### config.mk
export PLATFORM = sky130hd
export DESIGN_NAME = ptm_timer
export DESIGN_NICKNAME = d
export VERILOG_FILES = /design/src/ptm_pkg.sv /design/src/ptm_edge_det.sv /design/src/ptm_timer.sv
export SDC_FILE = /design/constraint.sdc
export NUM_CORES = 1
export LEC_CHECK = 0
export BUFFER_PORTS_ARGS = -buffer_cell sky130_fd_sc_hd__buf_2
export CELL_PAD_IN_SITES_DETAIL_PLACEMENT = 1
export CELL_PAD_IN_SITES_GLOBAL_PLACEMENT = 1
export CORE_UTILIZATION = 38
export CTS_CLUSTER_SIZE = 30
export DETAILED_ROUTE_END_ITERATION = 10
export PLACE_DENSITY = 0.78
export SETUP_SLACK_MARGIN = 0.1
export SYNTH_ARGS = -nofsm -noshare
export SYNTH_HDL_FRONTEND = slang
export SYNTH_SLANG_ARGS = --single-unit
### constraint.sdc
create_clock -name sys_clk -period 2.35 [get_ports sys_clk]
set_input_delay 0.1175 -clock sys_clk [delete_from_list [all_inputs] [get_ports sys_clk]]
set_output_delay 0.1175 -clock sys_clk [all_outputs]
set_load 0.05 [all_outputs]
### src/ptm_pkg.sv
// Purpose: Shared constants and types for the 10-bit periodic timer
// Assumes: Classic Wishbone register access, 32-bit data, byte registers
// Notes: Register offsets are byte addresses of aligned words
package ptm_pkg;

    // Register byte offsets
    localparam logic [4:0] PTM_CTRL0_OFS = 5'h00;
    localparam logic [4:0] PTM_CTRL1_OFS = 5'h04;
    localparam logic [4:0] PTM_CNT_LO_OFS = 5'h08;
    localparam logic [4:0] PTM_CNT_HI_OFS = 5'h0C;
    localparam logic [4:0] PTM_CMPA_LO_OFS = 5'h10;
    localparam logic [4:0] PTM_CMPA_HI_OFS = 5'h14;
    localparam logic [4:0] PTM_PER_LO_OFS = 5'h18;
    localparam logic [4:0] PTM_PER_HI_OFS = 5'h1C;
    localparam logic [4:0] PTM_FLAG_OFS = 5'h00;
    localparam logic [1:0] PTM_FLAG_PAGE = 2'h1;

    // Control zero field positions
    localparam int PTM_PAUSE_BIT = 7;
    localparam int PTM_ON_BIT = 3;

    // Control one field positions
    localparam int PTM_MODE_LSB = 6;
    localparam int PTM_FUNC_LSB = 4;
    localparam int PTM_OC_BIT = 3;
    localparam int PTM_POL_BIT = 2;
    localparam int PTM_CSRC_BIT = 1;
    localparam int PTM_CCLR_BIT = 0;

    // Flag register positions
    localparam int PTM_FLAG_A_BIT = 1;
    localparam int PTM_FLAG_P_BIT = 0;

    // Widths and reset values
    localparam int PTM_CNT_W = 10;
    localparam logic [9:0] PTM_CNT_MAX = 10'h3FF;
    localparam logic [7:0] PTM_BYTE_RST = 8'h00;
    localparam logic [9:0] PTM_CNT_RST = 10'h000;

    // Operating modes
    typedef enum logic [1:0]
    {
        PTM_MODE_CMP = 2'b00,
        PTM_MODE_CAP = 2'b01,
        PTM_MODE_PWM = 2'b10,
        PTM_MODE_TMR = 2'b11
    } ptm_mode_type;

    // Output function codes for compare, PWM and capture modes
    localparam logic [1:0] PTM_FN_NONE = 2'b00;
    localparam logic [1:0] PTM_FN_LOW = 2'b01;
    localparam logic [1:0] PTM_FN_HIGH = 2'b10;
    localparam logic [1:0] PTM_FN_TOG = 2'b11;
    localparam logic [1:0] PTM_FN_PWM = 2'b10;
    localparam logic [1:0] PTM_FN_PULSE = 2'b11;
    localparam logic [1:0] PTM_FN_CAP_OFF = 2'b11;

endpackage

### src/ptm_edge_det.sv
// Purpose: Edge detector for one synchronous pin input
// Assumes: Input already synchronous to sys_clk
// Notes: Emits one-cycle pulses on rising and falling edges
`timescale 1ns/100ps
module ptm_edge_det
    import ptm_pkg::*;
(
    // Clock and reset
    input wire logic sys_clk,
    input wire logic rst_n,
    // Pin level and edge pulses
    input wire logic pin_level,
    output logic rise_pulse,
    output logic fall_pulse
);

    typedef struct packed
    {
        logic last_reg;
    } ptm_edge_state_type;

    ptm_edge_state_type state_reg;
    ptm_edge_state_type state_next;

    ////////////////////////////////////////////////////////////////////////
    // Remember previous level
    always_comb
    begin
        state_next.last_reg = pin_level;
    end

    // Synchronous reset to low
    always_ff @(posedge sys_clk)
    begin
        if (!rst_n)
            state_reg <= '0;
        else
            state_reg <= state_next;
    end

    // Edge pulses
    assign rise_pulse = pin_level & ~state_reg.last_reg;
    assign fall_pulse = ~pin_level & state_reg.last_reg;

endmodule

### src/ptm_timer.sv
// Purpose: 10-bit periodic timer with compare, PWM, pulse, capture modes
// Assumes: One counter tick per sys_clk while running, classic Wishbone
// Notes: Clock source selection is not modelled; the counter runs on sys_clk
//
// Our own choices: the register offsets and register access over Wishbone.
`timescale 1ns/100ps
module ptm_timer
    import ptm_pkg::*;
(
    // Clock and reset
    input wire logic sys_clk,
    input wire logic rst_n,
    // Wishbone slave
    input wire logic wb_cyc_i,
    input wire logic wb_stb_i,
    input wire logic wb_we_i,
    input wire logic [5:0] wb_adr_i,
    input wire logic [3:0] wb_sel_i,
    input wire logic [31:0] wb_dat_i,
    output logic [31:0] wb_dat_o,
    output logic wb_ack_o,
    output logic wb_err_o,
    // Pins
    input wire logic external_trigger_pin,
    input wire logic capture_input_pin,
    output logic timer_output_pin,
    output logic timer_output_oe,
    // Match flags as levels
    output logic compare_a_flag,
    output logic compare_p_flag
);

    typedef struct packed
    {
        logic [7:0] ctrl0;
        logic [7:0] ctrl1;
        logic [9:0] count;
        logic [9:0] cmp_a;
        logic [9:0] period;
        logic flag_a;
        logic flag_p;
        logic on_last;
        logic pin_raw;
        logic pin_out;
        logic pin_oe;
        logic ack;
        logic err;
        logic [31:0] rdata;
    } ptm_state_type;

    ptm_state_type state_reg;
    ptm_state_type state_next;

    logic trig_rise;
    logic trig_fall;
    logic cin_rise;
    logic cin_fall;

    ////////////////////////////////////////////////////////////////////////
    // Pin edge detectors
    ptm_edge_det trig_edge
    (
        .sys_clk(sys_clk),
        .rst_n(rst_n),
        .pin_level(external_trigger_pin),
        .rise_pulse(trig_rise),
        .fall_pulse(trig_fall)
    );

    ptm_edge_det cin_edge
    (
        .sys_clk(sys_clk),
        .rst_n(rst_n),
        .pin_level(capture_input_pin),
        .rise_pulse(cin_rise),
        .fall_pulse(cin_fall)
    );

    ////////////////////////////////////////////////////////////////////////
    // Decoded fields
    ptm_mode_type mode;
    logic [1:0] func;
    logic on_bit;
    logic paused;
    logic oc_bit;
    logic pol_bit;
    logic [9:0] count_inc;
    logic match_a;
    logic match_p;
    logic overflow;
    logic on_rise;
    logic cap_rise;
    logic cap_fall;
    logic cap_hit;
    logic pulse_mode;
    logic bus_req;
    logic bus_wr;
    logic [4:0] reg_ofs;
    logic flag_page;

    always_comb
    begin
        mode = ptm_mode_type'(state_reg.ctrl1[PTM_MODE_LSB +: 2]);
        func = state_reg.ctrl1[PTM_FUNC_LSB +: 2];
        on_bit = state_reg.ctrl0[PTM_ON_BIT];
        paused = state_reg.ctrl0[PTM_PAUSE_BIT];
        oc_bit = state_reg.ctrl1[PTM_OC_BIT];
        pol_bit = state_reg.ctrl1[PTM_POL_BIT];
        count_inc = state_reg.count + 10'h001;
        // Comparators look at the count reached this tick
        match_a = (count_inc == state_reg.cmp_a);
        match_p = (count_inc[9:0] == state_reg.period);
        overflow = (state_reg.count == PTM_CNT_MAX);
        on_rise = on_bit & ~state_reg.on_last;
        pulse_mode = (mode == PTM_MODE_PWM) && (func == PTM_FN_PULSE);
        // Capture source pick by source bit
        cap_rise = state_reg.ctrl1[PTM_CSRC_BIT] ? trig_rise : cin_rise;
        cap_fall = state_reg.ctrl1[PTM_CSRC_BIT] ? trig_fall : cin_fall;
        case (func)
            2'b00: cap_hit = cap_rise;
            2'b01: cap_hit = cap_fall;
            2'b10: cap_hit = cap_rise | cap_fall;
            default: cap_hit = 1'b0;
        endcase
        bus_req = wb_cyc_i & wb_stb_i & ~state_reg.ack & ~state_reg.err;
        bus_wr = bus_req & wb_we_i & wb_sel_i[0];
        reg_ofs = {wb_adr_i[4:2], 2'b00};
        flag_page = (wb_adr_i[5] == PTM_FLAG_PAGE[0]);
    end

    ////////////////////////////////////////////////////////////////////////
    // Counter, flags, pin and register file
    always_comb
    begin
        state_next = state_reg;
        state_next.ack = 1'b0;
        state_next.err = 1'b0;
        state_next.on_last = on_bit;

        // Write one clears; events further down set again, so a set wins
        if (bus_wr && flag_page && reg_ofs == PTM_FLAG_OFS)
        begin
            if (wb_dat_i[PTM_FLAG_A_BIT])
                state_next.flag_a = 1'b0;
            if (wb_dat_i[PTM_FLAG_P_BIT])
                state_next.flag_p = 1'b0;
        end

        // Counter behaviour per mode
        if (on_rise)
        begin
            state_next.count = PTM_CNT_RST;
            if (mode == PTM_MODE_CMP)
                state_next.pin_raw = oc_bit;
        end
        else if (on_bit && !paused)
        begin
            case (mode)
                PTM_MODE_CMP, PTM_MODE_TMR:
                begin
                    if (state_reg.ctrl1[PTM_CCLR_BIT])
                    begin
                        // Zero A value runs to overflow with no A flag
                        if (state_reg.cmp_a == PTM_CNT_RST)
                            state_next.count = count_inc;
                        else if (match_a)
                            state_next.count = PTM_CNT_RST;
                        else
                            state_next.count = count_inc;
                    end
                    else if (state_reg.period == PTM_CNT_RST)
                        state_next.count = count_inc;
                    else if (match_p)
                        state_next.count = PTM_CNT_RST;
                    else
                        state_next.count = count_inc;
                    if (match_a && state_reg.cmp_a != PTM_CNT_RST)
                    begin
                        state_next.flag_a = 1'b1;
                        if (mode == PTM_MODE_CMP)
                        begin
                            case (func)
                                PTM_FN_LOW: state_next.pin_raw = 1'b0;
                                PTM_FN_HIGH: state_next.pin_raw = 1'b1;
                                PTM_FN_TOG:
                                    state_next.pin_raw = ~state_reg.pin_raw;
                                default:
                                    state_next.pin_raw = state_reg.pin_raw;
                            endcase
                        end
                    end
                    if (!state_reg.ctrl1[PTM_CCLR_BIT] &&
                        (match_p || (state_reg.period == PTM_CNT_RST &&
                        overflow)))
                        state_next.flag_p = 1'b1;
                end
                PTM_MODE_PWM:
                begin
                    if (pulse_mode)
                    begin
                        state_next.count = count_inc;
                        if (match_a)
                        begin
                            state_next.flag_a = 1'b1;
                            state_next.ctrl0[PTM_ON_BIT] = 1'b0;
                        end
                    end
                    else
                    begin
                        // Zero period wraps naturally after 1024 ticks
                        if (match_p)
                            state_next.count = PTM_CNT_RST;
                        else
                            state_next.count = count_inc;
                        if (match_a)
                            state_next.flag_a = 1'b1;
                        if (match_p)
                            state_next.flag_p = 1'b1;
                    end
                end
                PTM_MODE_CAP:
                begin
                    if (match_p)
                    begin
                        state_next.count = PTM_CNT_RST;
                        state_next.flag_p = 1'b1;
                    end
                    else
                        state_next.count = count_inc;
                end
                default: state_next.count = state_reg.count;
            endcase
        end

        // Capture copies the count into the A value
        if (mode == PTM_MODE_CAP && on_bit && cap_hit)
        begin
            state_next.cmp_a = state_reg.count;
            state_next.flag_a = 1'b1;
        end

        // External trigger starts a single pulse
        if (pulse_mode && !on_bit && trig_rise)
            state_next.ctrl0[PTM_ON_BIT] = 1'b1;

        // Output waveform before polarity
        state_next.pin_out = state_reg.pin_raw;
        state_next.pin_oe = 1'b0;
        case (mode)
            PTM_MODE_CMP: state_next.pin_oe = 1'b1;
            PTM_MODE_PWM:
            begin
                state_next.pin_oe = 1'b1;
                case (func)
                    PTM_FN_NONE: state_next.pin_out = ~oc_bit;
                    PTM_FN_LOW: state_next.pin_out = oc_bit;
                    PTM_FN_PWM:
                        // Full on when duty reaches the period
                        state_next.pin_out = (state_reg.count <
                            state_reg.cmp_a || (state_reg.period !=
                            PTM_CNT_RST && state_reg.cmp_a >=
                            state_reg.period)) ? oc_bit : ~oc_bit;
                    default:
                        state_next.pin_out = on_bit ? oc_bit : ~oc_bit;
                endcase
            end
            default: state_next.pin_oe = 1'b0;
        endcase
        if (pol_bit && state_next.pin_oe)
            state_next.pin_out = ~state_next.pin_out;

        // Wishbone access, one wait-free ack or err per request
        state_next.rdata = 32'h0000_0000;
        if (bus_req)
        begin
            state_next.ack = 1'b1;
            if (flag_page)
            begin
                if (reg_ofs == PTM_FLAG_OFS)
                begin
                    state_next.rdata[PTM_FLAG_A_BIT] = state_reg.flag_a;
                    state_next.rdata[PTM_FLAG_P_BIT] = state_reg.flag_p;
                end
                else
                begin
                    state_next.ack = 1'b0;
                    state_next.err = 1'b1;
                end
            end
            else
            begin
                case (reg_ofs)
                    PTM_CTRL0_OFS: state_next.rdata[7:0] = state_reg.ctrl0;
                    PTM_CTRL1_OFS: state_next.rdata[7:0] = state_reg.ctrl1;
                    PTM_CNT_LO_OFS: state_next.rdata[7:0] =
                        state_reg.count[7:0];
                    PTM_CNT_HI_OFS: state_next.rdata[1:0] =
                        state_reg.count[9:8];
                    PTM_CMPA_LO_OFS: state_next.rdata[7:0] =
                        state_reg.cmp_a[7:0];
                    PTM_CMPA_HI_OFS: state_next.rdata[1:0] =
                        state_reg.cmp_a[9:8];
                    PTM_PER_LO_OFS: state_next.rdata[7:0] =
                        state_reg.period[7:0];
                    default: state_next.rdata[1:0] = state_reg.period[9:8];
                endcase
                if (bus_wr)
                begin
                    case (reg_ofs)
                        PTM_CTRL0_OFS: state_next.ctrl0 =
                            {wb_dat_i[7:3], 3'b000};
                        PTM_CTRL1_OFS: state_next.ctrl1 = wb_dat_i[7:0];
                        PTM_CMPA_LO_OFS: state_next.cmp_a[7:0] = wb_dat_i[7:0];
                        PTM_CMPA_HI_OFS: state_next.cmp_a[9:8] = wb_dat_i[1:0];
                        PTM_PER_LO_OFS: state_next.period[7:0] =
                            wb_dat_i[7:0];
                        PTM_PER_HI_OFS: state_next.period[9:8] =
                            wb_dat_i[1:0];
                        default: state_next.period = state_next.period;
                    endcase
                end
            end
        end
    end

    ////////////////////////////////////////////////////////////////////////
    // State register with synchronous reset
    always_ff @(posedge sys_clk)
    begin
        if (!rst_n)
            state_reg <= '0;
        else
            state_reg <= state_next;
    end

    // Outputs straight from flip-flops
    assign wb_dat_o = state_reg.rdata;
    assign wb_ack_o = state_reg.ack;
    assign wb_err_o = state_reg.err;
    assign timer_output_pin = state_reg.pin_out;
    assign timer_output_oe = state_reg.pin_oe;
    assign compare_a_flag = state_reg.flag_a;
    assign compare_p_flag = state_reg.flag_p;

endmodule

==> flow_summary.toml, run 1 <==
[clock_tree]
cts_sinks = 61
clock_latency_ns = 0.35
clk_pin_slew_worst_paths_ns = 0.05
clock_path_buffers = 2
cts_made_buffers = 9
postCtsHoldBufs = 0
cts_tree = "yes"
cts_htree_levels = 3
cts_root_buf = "clkbuf_16"

[final_layout]
multiInputGateArea_mm2 = 0.003279
fin_util = 0.5045
nets = 714
largest_reg_flops = 37
drive_above_1_share = 0.2741
area_growth_pct = 27.36
fill_cells = 1388
final_area_mm2 = 0.005859
num_antenna_cells = 0
register_area_mm2 = 0.001240

[setup_path]
cp-startpoint = "state_reg[61]"
rrSetupSlack_ns = -0.02
r2r-start = "state_reg[61]"
cp-end-kind = "flop"
crit-reg2reg-capture = "compare_p_flag"
reg2reg_depth = 8
cp.arrival_ns = 2.66
crit_buf_inv = 1
critPathMaxStageDelay_ns = 0.44
crit_fanout = 3
slowest_stage = "a2111oi_4"
cp-start-kind = "flop"
critPathRequiredTime_ns = 2.64
critical_path_class = "flop to flop"
cp_top_family = "compound AO/OA/AOI/OAI gates"
worstPathCellList = "ha_4 -> buf_4 -> xnor2_1 -> o2111ai_2 -> nor4_4 -> a21oi_2 -> a2111oi_4 -> o211a_1"

[power]
p_seq_frac = 0.375
total_power_uw = 2779
p_per_area_mw_per_mm2 = 474.2
p_sw_uw = 731.1
comb_power_share = 0.088
p_int_uw = 2048
leakagePower_uw = 0.002477
ir_drop_mv = 0.5021
netSwitchingFraction = 0.2631
p_clk_frac = 0.537

[place]
io_buffers = 33
dp_slack_ns = -0.08241
place.gp.congestion = 0.9674
dpl_cell_area_mm2 = 0.005092
hpwl_mm = 11.95

[floorplanning]
ioPinCount = 87
die_y_um = 112.0
fp.coreArea_mm2 = 0.01161
start_util = 0.3961
die_area_mm2 = 0.01255
die_w_um = 112.0
fp-row-count = 39

[yosys]
netlist_area_mm2 = 0.004601
synth_top_area_cell = "dfxtp_1"
synth_area_leaders = "dfxtp_1 27%, ha_1 7.6%, mux2i_1 7.2%"
synth_top_cell_area_share = 0.2654
ys_types = 66
synthTopCellsByCount = "61 x dfxtp_1, 52 x nand2_1, 36 x inv_1"
avgSynthCellArea_um2 = 8.128
synthFlopType = "dfxtp_1"
async_reset_ff_frac = 0
ys_seq_area_frac = 0.2654
yosys_warnings = 0
synth.most_common_cell = "dfxtp_1"
synth-edff-count = 0
ys_ff_latch = 61
postSynthCellCount = 566

[grt]
grt_pass1_wl_mm = 25.33
antenna_found_initial = 0
grt_pass1_vias = 4677
track_usage = 0.2624
grt_max_degree = 46
overflow = 0

[detailed_routing]
drt_iter0_drc = 357
ant_nets = 0
vias_per_cell = 5.927
drc_errors = 0
routed_wl_mm = 17.02
wl_per_cell_um = 21.68
dr.pass1.iters = 7
vias = 4653

[worst_hold_path]
hold_path_depth = 2
hold_path_startpoint = "capture_input_pin"
whs_endpoint = "cin_edge.state_reg"
hp-class = "input pin to flop"

[sta]
rsz0062_at_grt = "yes"
maxSlewViolCount = 0
max_slew_margin = 0.5605
worstMarginPinSlew_ns = 0.6426
finalSetupViolCount = 1
finalWorstSetupSlack_ns = -0.02100
finalCritPeriodShare = 1.009
fmax_mhz = 421.8
min_period_ns = 2.371
final_hold_viol_count = 0
clock_skew_ns = 0.007497

[run_status]
failed_checks = "setup timing"
status = "finished with violations"

[flow_run]
drv_cap = 0
==> layout by cell type (no fill, tap or decap), drive strengths merged, types with 7 or more instances in the layout <==
| cell type | instances |
|---|---|
| mux2i | 33 |
| xnor2 | 14 |
| conb | 24 |
| nand4 | 11 |
| and3 | 9 |
| nor3 | 14 |
| xor2 | 8 |
| nand2 | 55 |
| o211a | 11 |
| nand2b | 8 |
| inv | 36 |
| o211ai | 7 |
| buf | 98 |
| nor4 | 12 |
| nor2 | 27 |
| a21oi | 29 |
| ha | 28 |
| o21ai | 16 |
| nand3 | 22 |
| dfxtp | 61 |
| clkbuf | 10 |
| nor2b | 26 |
==> cell families after synthesis <==
family,share of synthesized area
adder cells (fa/ha/maj),0.07615
flip-flops,0.2654
other,0.0008151
multiplexers,0.07425
AO/OA/AOI/OAI,0.1773
AND/OR/NAND/NOR,0.2491
buffers and inverters,0.1134
XOR/XNOR,0.04352
==> final cells by class <==
cell class / instances / area share
multi-input cells: 431 / 0.5597
clock buffers: 10 / 0.04079
clock inverters: 6 / 0.01473
inverters: 36 / 0.02306
repair buffers: 98 / 0.1196
flip-flops and latches: 61 / 0.2116
well taps: 143 / 0.03054
==> what timing repair did <==
| item | 4_1_cts | 5_1_grt |
|---|---|---|
| endpoints found under the setup margin | 15 | 15 |
| resized for setup | 21 | 54 |
| buffers inserted | 1 | 4 |
| cloned | 0 | 2 |
| pin swaps | 3 | 27 |
| hold endpoints to repair | 0 | 0 |
==> power by group through the flow <==
| stage | clock network (uW) | registers, uW | logic, uW |
|---|---|---|---|
| 2_1_floorplan | 0 | 1070 | 195 |
| 3_3_place_gp | 0 | 1070 | 228 |
| 3_5_place_dp | 0 | 1070 | 232 |
| 4_1_cts | 1510 | 1040 | 235 |
| 5_1_grt | 1550 | 1040 | 259 |
| 6_report | 1490 | 1040 | 246 |
==> per-stage QoR <==
step           setup TNS, ns  hold slack (ns)  cells
2_1_floorplan              0           0.2392    589
3_3_place_gp               0           0.3481    762
3_5_place_dp         -0.1812           0.3536    762
4_1_cts                    0         0.003331    779
5_1_grt              -0.6841         0.009473    785
6_report            -0.02100         0.007826    785
==> worst max path at each step <==
stage / to / cells after the start
detailed placement: timer_output_pin / 9
floorplan: state_reg[36] / 8
global placement: state_reg[36] / 8
finish: compare_p_flag / 8
global route: compare_p_flag / 8
CTS: timer_output_pin / 8
==> worst register-to-register path: stages, from the launching register on <==
cell	delay, ns
dfxtp_4	0.36
ha_4	0.24
buf_4	0.14
xnor2_1	0.25
o2111ai_2	0.20
nor4_4	0.37
a21oi_2	0.13
a2111oi_4	0.44
o211a_1	0.19
==> per-layer routing <==
metal	vias to the layer above	GRT usage	wire, um
met2	203	0.4422	8291
met4	0	0.1120	682
met3	48	0.06317	1285
li1	2105	-	-
met5	-	0	0
met1	2297	0.3193	6758
No activity file was read; power rests on OpenSTA's default activity.
==> run 2, diff against run 1 <==
--- a/config.mk
+++ b/config.mk
@@ -5,13 +5,13 @@
 export SDC_FILE = /design/constraint.sdc
 export NUM_CORES = 1
 export LEC_CHECK = 0
-export BUFFER_PORTS_ARGS = -buffer_cell sky130_fd_sc_hd__buf_2
 export CELL_PAD_IN_SITES_DETAIL_PLACEMENT = 1
 export CELL_PAD_IN_SITES_GLOBAL_PLACEMENT = 1
-export CORE_UTILIZATION = 38
-export CTS_CLUSTER_SIZE = 30
+export CORE_UTILIZATION = 43
+export CTS_CLUSTER_SIZE = 40
 export DETAILED_ROUTE_END_ITERATION = 10
-export PLACE_DENSITY = 0.78
+export DONT_BUFFER_PORTS = 1
+export PLACE_DENSITY = 0.77
 export SETUP_SLACK_MARGIN = 0.1
 export SYNTH_ARGS = -nofsm -noshare
 export SYNTH_HDL_FRONTEND = slang
==> flow_summary.toml, run 2 (synthesis results as in run 1) <==
[run_status]
status = "completed"

[setup_path]
critPathRequiredTime_ns = 2.60
cp-start-kind = "flop"
slowest_stage = "nor4_4"
r2r-start = "state_reg[64]"
worstPathCellList = "buf_6 -> buf_4 -> and3_4 -> a41oi_2 -> o2111ai_2 -> nor4_4 -> buf_4 -> a21oi_4 -> buf_6 -> a21oi_2 -> nor3_1"
critPathMaxStageDelay_ns = 0.38
critical_path_class = "flop to flop"
reg2reg_depth = 11
rrSetupSlack_ns = 0.04
crit_fanout = 11
cp.arrival_ns = 2.55
cp-end-kind = "flop"
crit-reg2reg-capture = "state_reg[62]"

[floorplanning]
fp.coreArea_mm2 = 0.01037
die_y_um = 105.4
die_area_mm2 = 0.01112
ioPinCount = 87
die_w_um = 105.4
start_util = 0.4437
fp-row-count = 37

[power]
p_sw_uw = 633.8
p_seq_frac = 0.464
total_power_uw = 2246
netSwitchingFraction = 0.2822
leakagePower_uw = 0.002390
p_clk_frac = 0.433
ir_drop_mv = 0.4486
p_per_area_mw_per_mm2 = 389.9
p_int_uw = 1612
comb_power_share = 0.103

[detailed_routing]
ant_nets = 0
drc_errors = 0
vias_per_cell = 6.094
vias = 4717
wl_per_cell_um = 22.50
routed_wl_mm = 17.42
drt_iter0_drc = 318
dr.pass1.iters = 5

[sta]
finalSetupViolCount = 0
fmax_mhz = 433.8
max_slew_margin = 0.4163
clock_skew_ns = 0.009255
final_hold_viol_count = 0
fin_tns_setup_ns = 0
finalCritPeriodShare = 0.9809
rsz0062_at_grt = "yes"
worstMarginPinSlew_ns = 0.8535
min_period_ns = 2.305
maxSlewViolCount = 0

[worst_hold_path]
hp-class = "input pin to flop"
hold_path_startpoint = "wb_dat_i[4]"
hold_path_depth = 2
whs_endpoint = "state_reg[44]"

[clock_tree]
cts_htree_levels = 3
cts_made_buffers = 9
clock_path_buffers = 2
cts_tree = "yes"
cts_sinks = 61
clk_pin_slew_worst_paths_ns = 0.07
clock_latency_ns = 0.35
cts_root_buf = "clkbuf_8"

[place]
hpwl_mm = 12.10
place.gp.congestion = 0.9377
io_buffers = 0

[grt]
grt_max_degree = 43
antenna_found_initial = 0
grt_pass1_wl_mm = 25.17
grt_pass1_vias = 4725
overflow = 0
track_usage = 0.2955

[final_layout]
num_antenna_cells = 0
drive_above_1_share = 0.2445
largest_reg_flops = 37
layout_common_cells = "69 x buf_4, 53 x dfxtp_1, 52 x nand2_1, 35 x inv_1, 33 x mux2i_1"
area_growth_pct = 25.21
fill_cells = 1233
nets = 710
layout_commonest_cell = "buf_4"

[flow_run]
drv_cap = 0
-- run 2: cell types whose count changed in the layout (fill, tap and decap cells not counted), moves of 2 or more --
| cell | previous run | this run |
|---|---|---|
| ha_4 | 4 | 2 |
| buf_4 | 53 | 69 |
| dlygate4sd3_1 | 0 | 13 |
| dfxtp_4 | 3 | 5 |
| clkbuf_8 | 1 | 10 |
| ha_1 | 24 | 26 |
| dfxtp_2 | 6 | 3 |
| buf_2 | 34 | 1 |
| clkbuf_16 | 9 | 0 |
| clkbuf_1 | 0 | 2 |
| a211oi_2 | 1 | 3 |
-- run 2: worst max path at each step --
stage,from,endpoint,slack (ns)
final,state_reg[64],state_reg[62],0.04
after global routing,state_reg[66],compare_p_flag,-0.02
after floorplan,state_reg[60],state_reg[36],0.11
after detailed placement,state_reg[60],state_reg[36],-0.16
after CTS,state_reg[67],state_reg[63],0.06
after global placement,state_reg[67],state_reg[64],-0.04
-- run 2: metal layers --
metal / GRT usage / part of all wire
met3: 0.05566 / 0.066
met2: 0.5042 / 0.50
met1: 0.3649 / 0.40
met5: 0 / 0
met4: 0.1177 / 0.033
-- run 2: what timing repair did --
action                     4_1_cts  5_1_grt
resized for setup               35       38
hold buffers                    14        0
hold endpoints to repair        46        0
setup buffers                    3       10
cloned                           1        0
pin swaps                       14       16
setup endpoints to repair       15       23
-- run 2: power by group through the flow --
| stage | Combinational (uW) | Sequential, uW | Clock, uW |
|---|---|---|---|
| final | 231 | 1040 | 973 |
| after global routing | 240 | 1040 | 1020 |
| after CTS | 223 | 1050 | 985 |
| after detailed placement | 176 | 1070 | 0 |
| after global placement | 171 | 1070 | 0 |
| after floorplan | 195 | 1070 | 0 |
-- run 2: metrics by stage --
step	utilization	setup slack [ns]	area, um^2	hold slack, ns	cells
after floorplan	-	0.1081	4687	0.2392	589
after global placement	0.4801	-0.03566	4979	0.2133	730
after detailed placement	0.4801	-0.1557	4979	0.2237	730
after CTS	0.5298	0.06038	5494	0.004807	764
after global routing	0.5555	-0.02172	5761	0.03433	774
final	0.5555	0.04482	5761	0.002313	774
-- run 2: area by class of cell --
cell class,count,area (um^2),share of cell area
tap,136,170.2,0.02954
clock buffer,12,145.1,0.02520
timing repair buffer,94,794.5,0.1379
clock inverter,4,47.55,0.008254
inverter,36,135.1,0.02346
multi-input combinational,431,3224,0.5597
sequential,61,1244,0.2159
-- run 2: worst max-delay path, delay by kind of cell (launching register included) --
kind | cells | cell delay [ns]
DFF | 1 | 0.36
buffers and inverters | 4 | 0.64
AOI/OAI and AO/OA | 4 | 0.56
and+or+nand+nor | 3 | 0.63
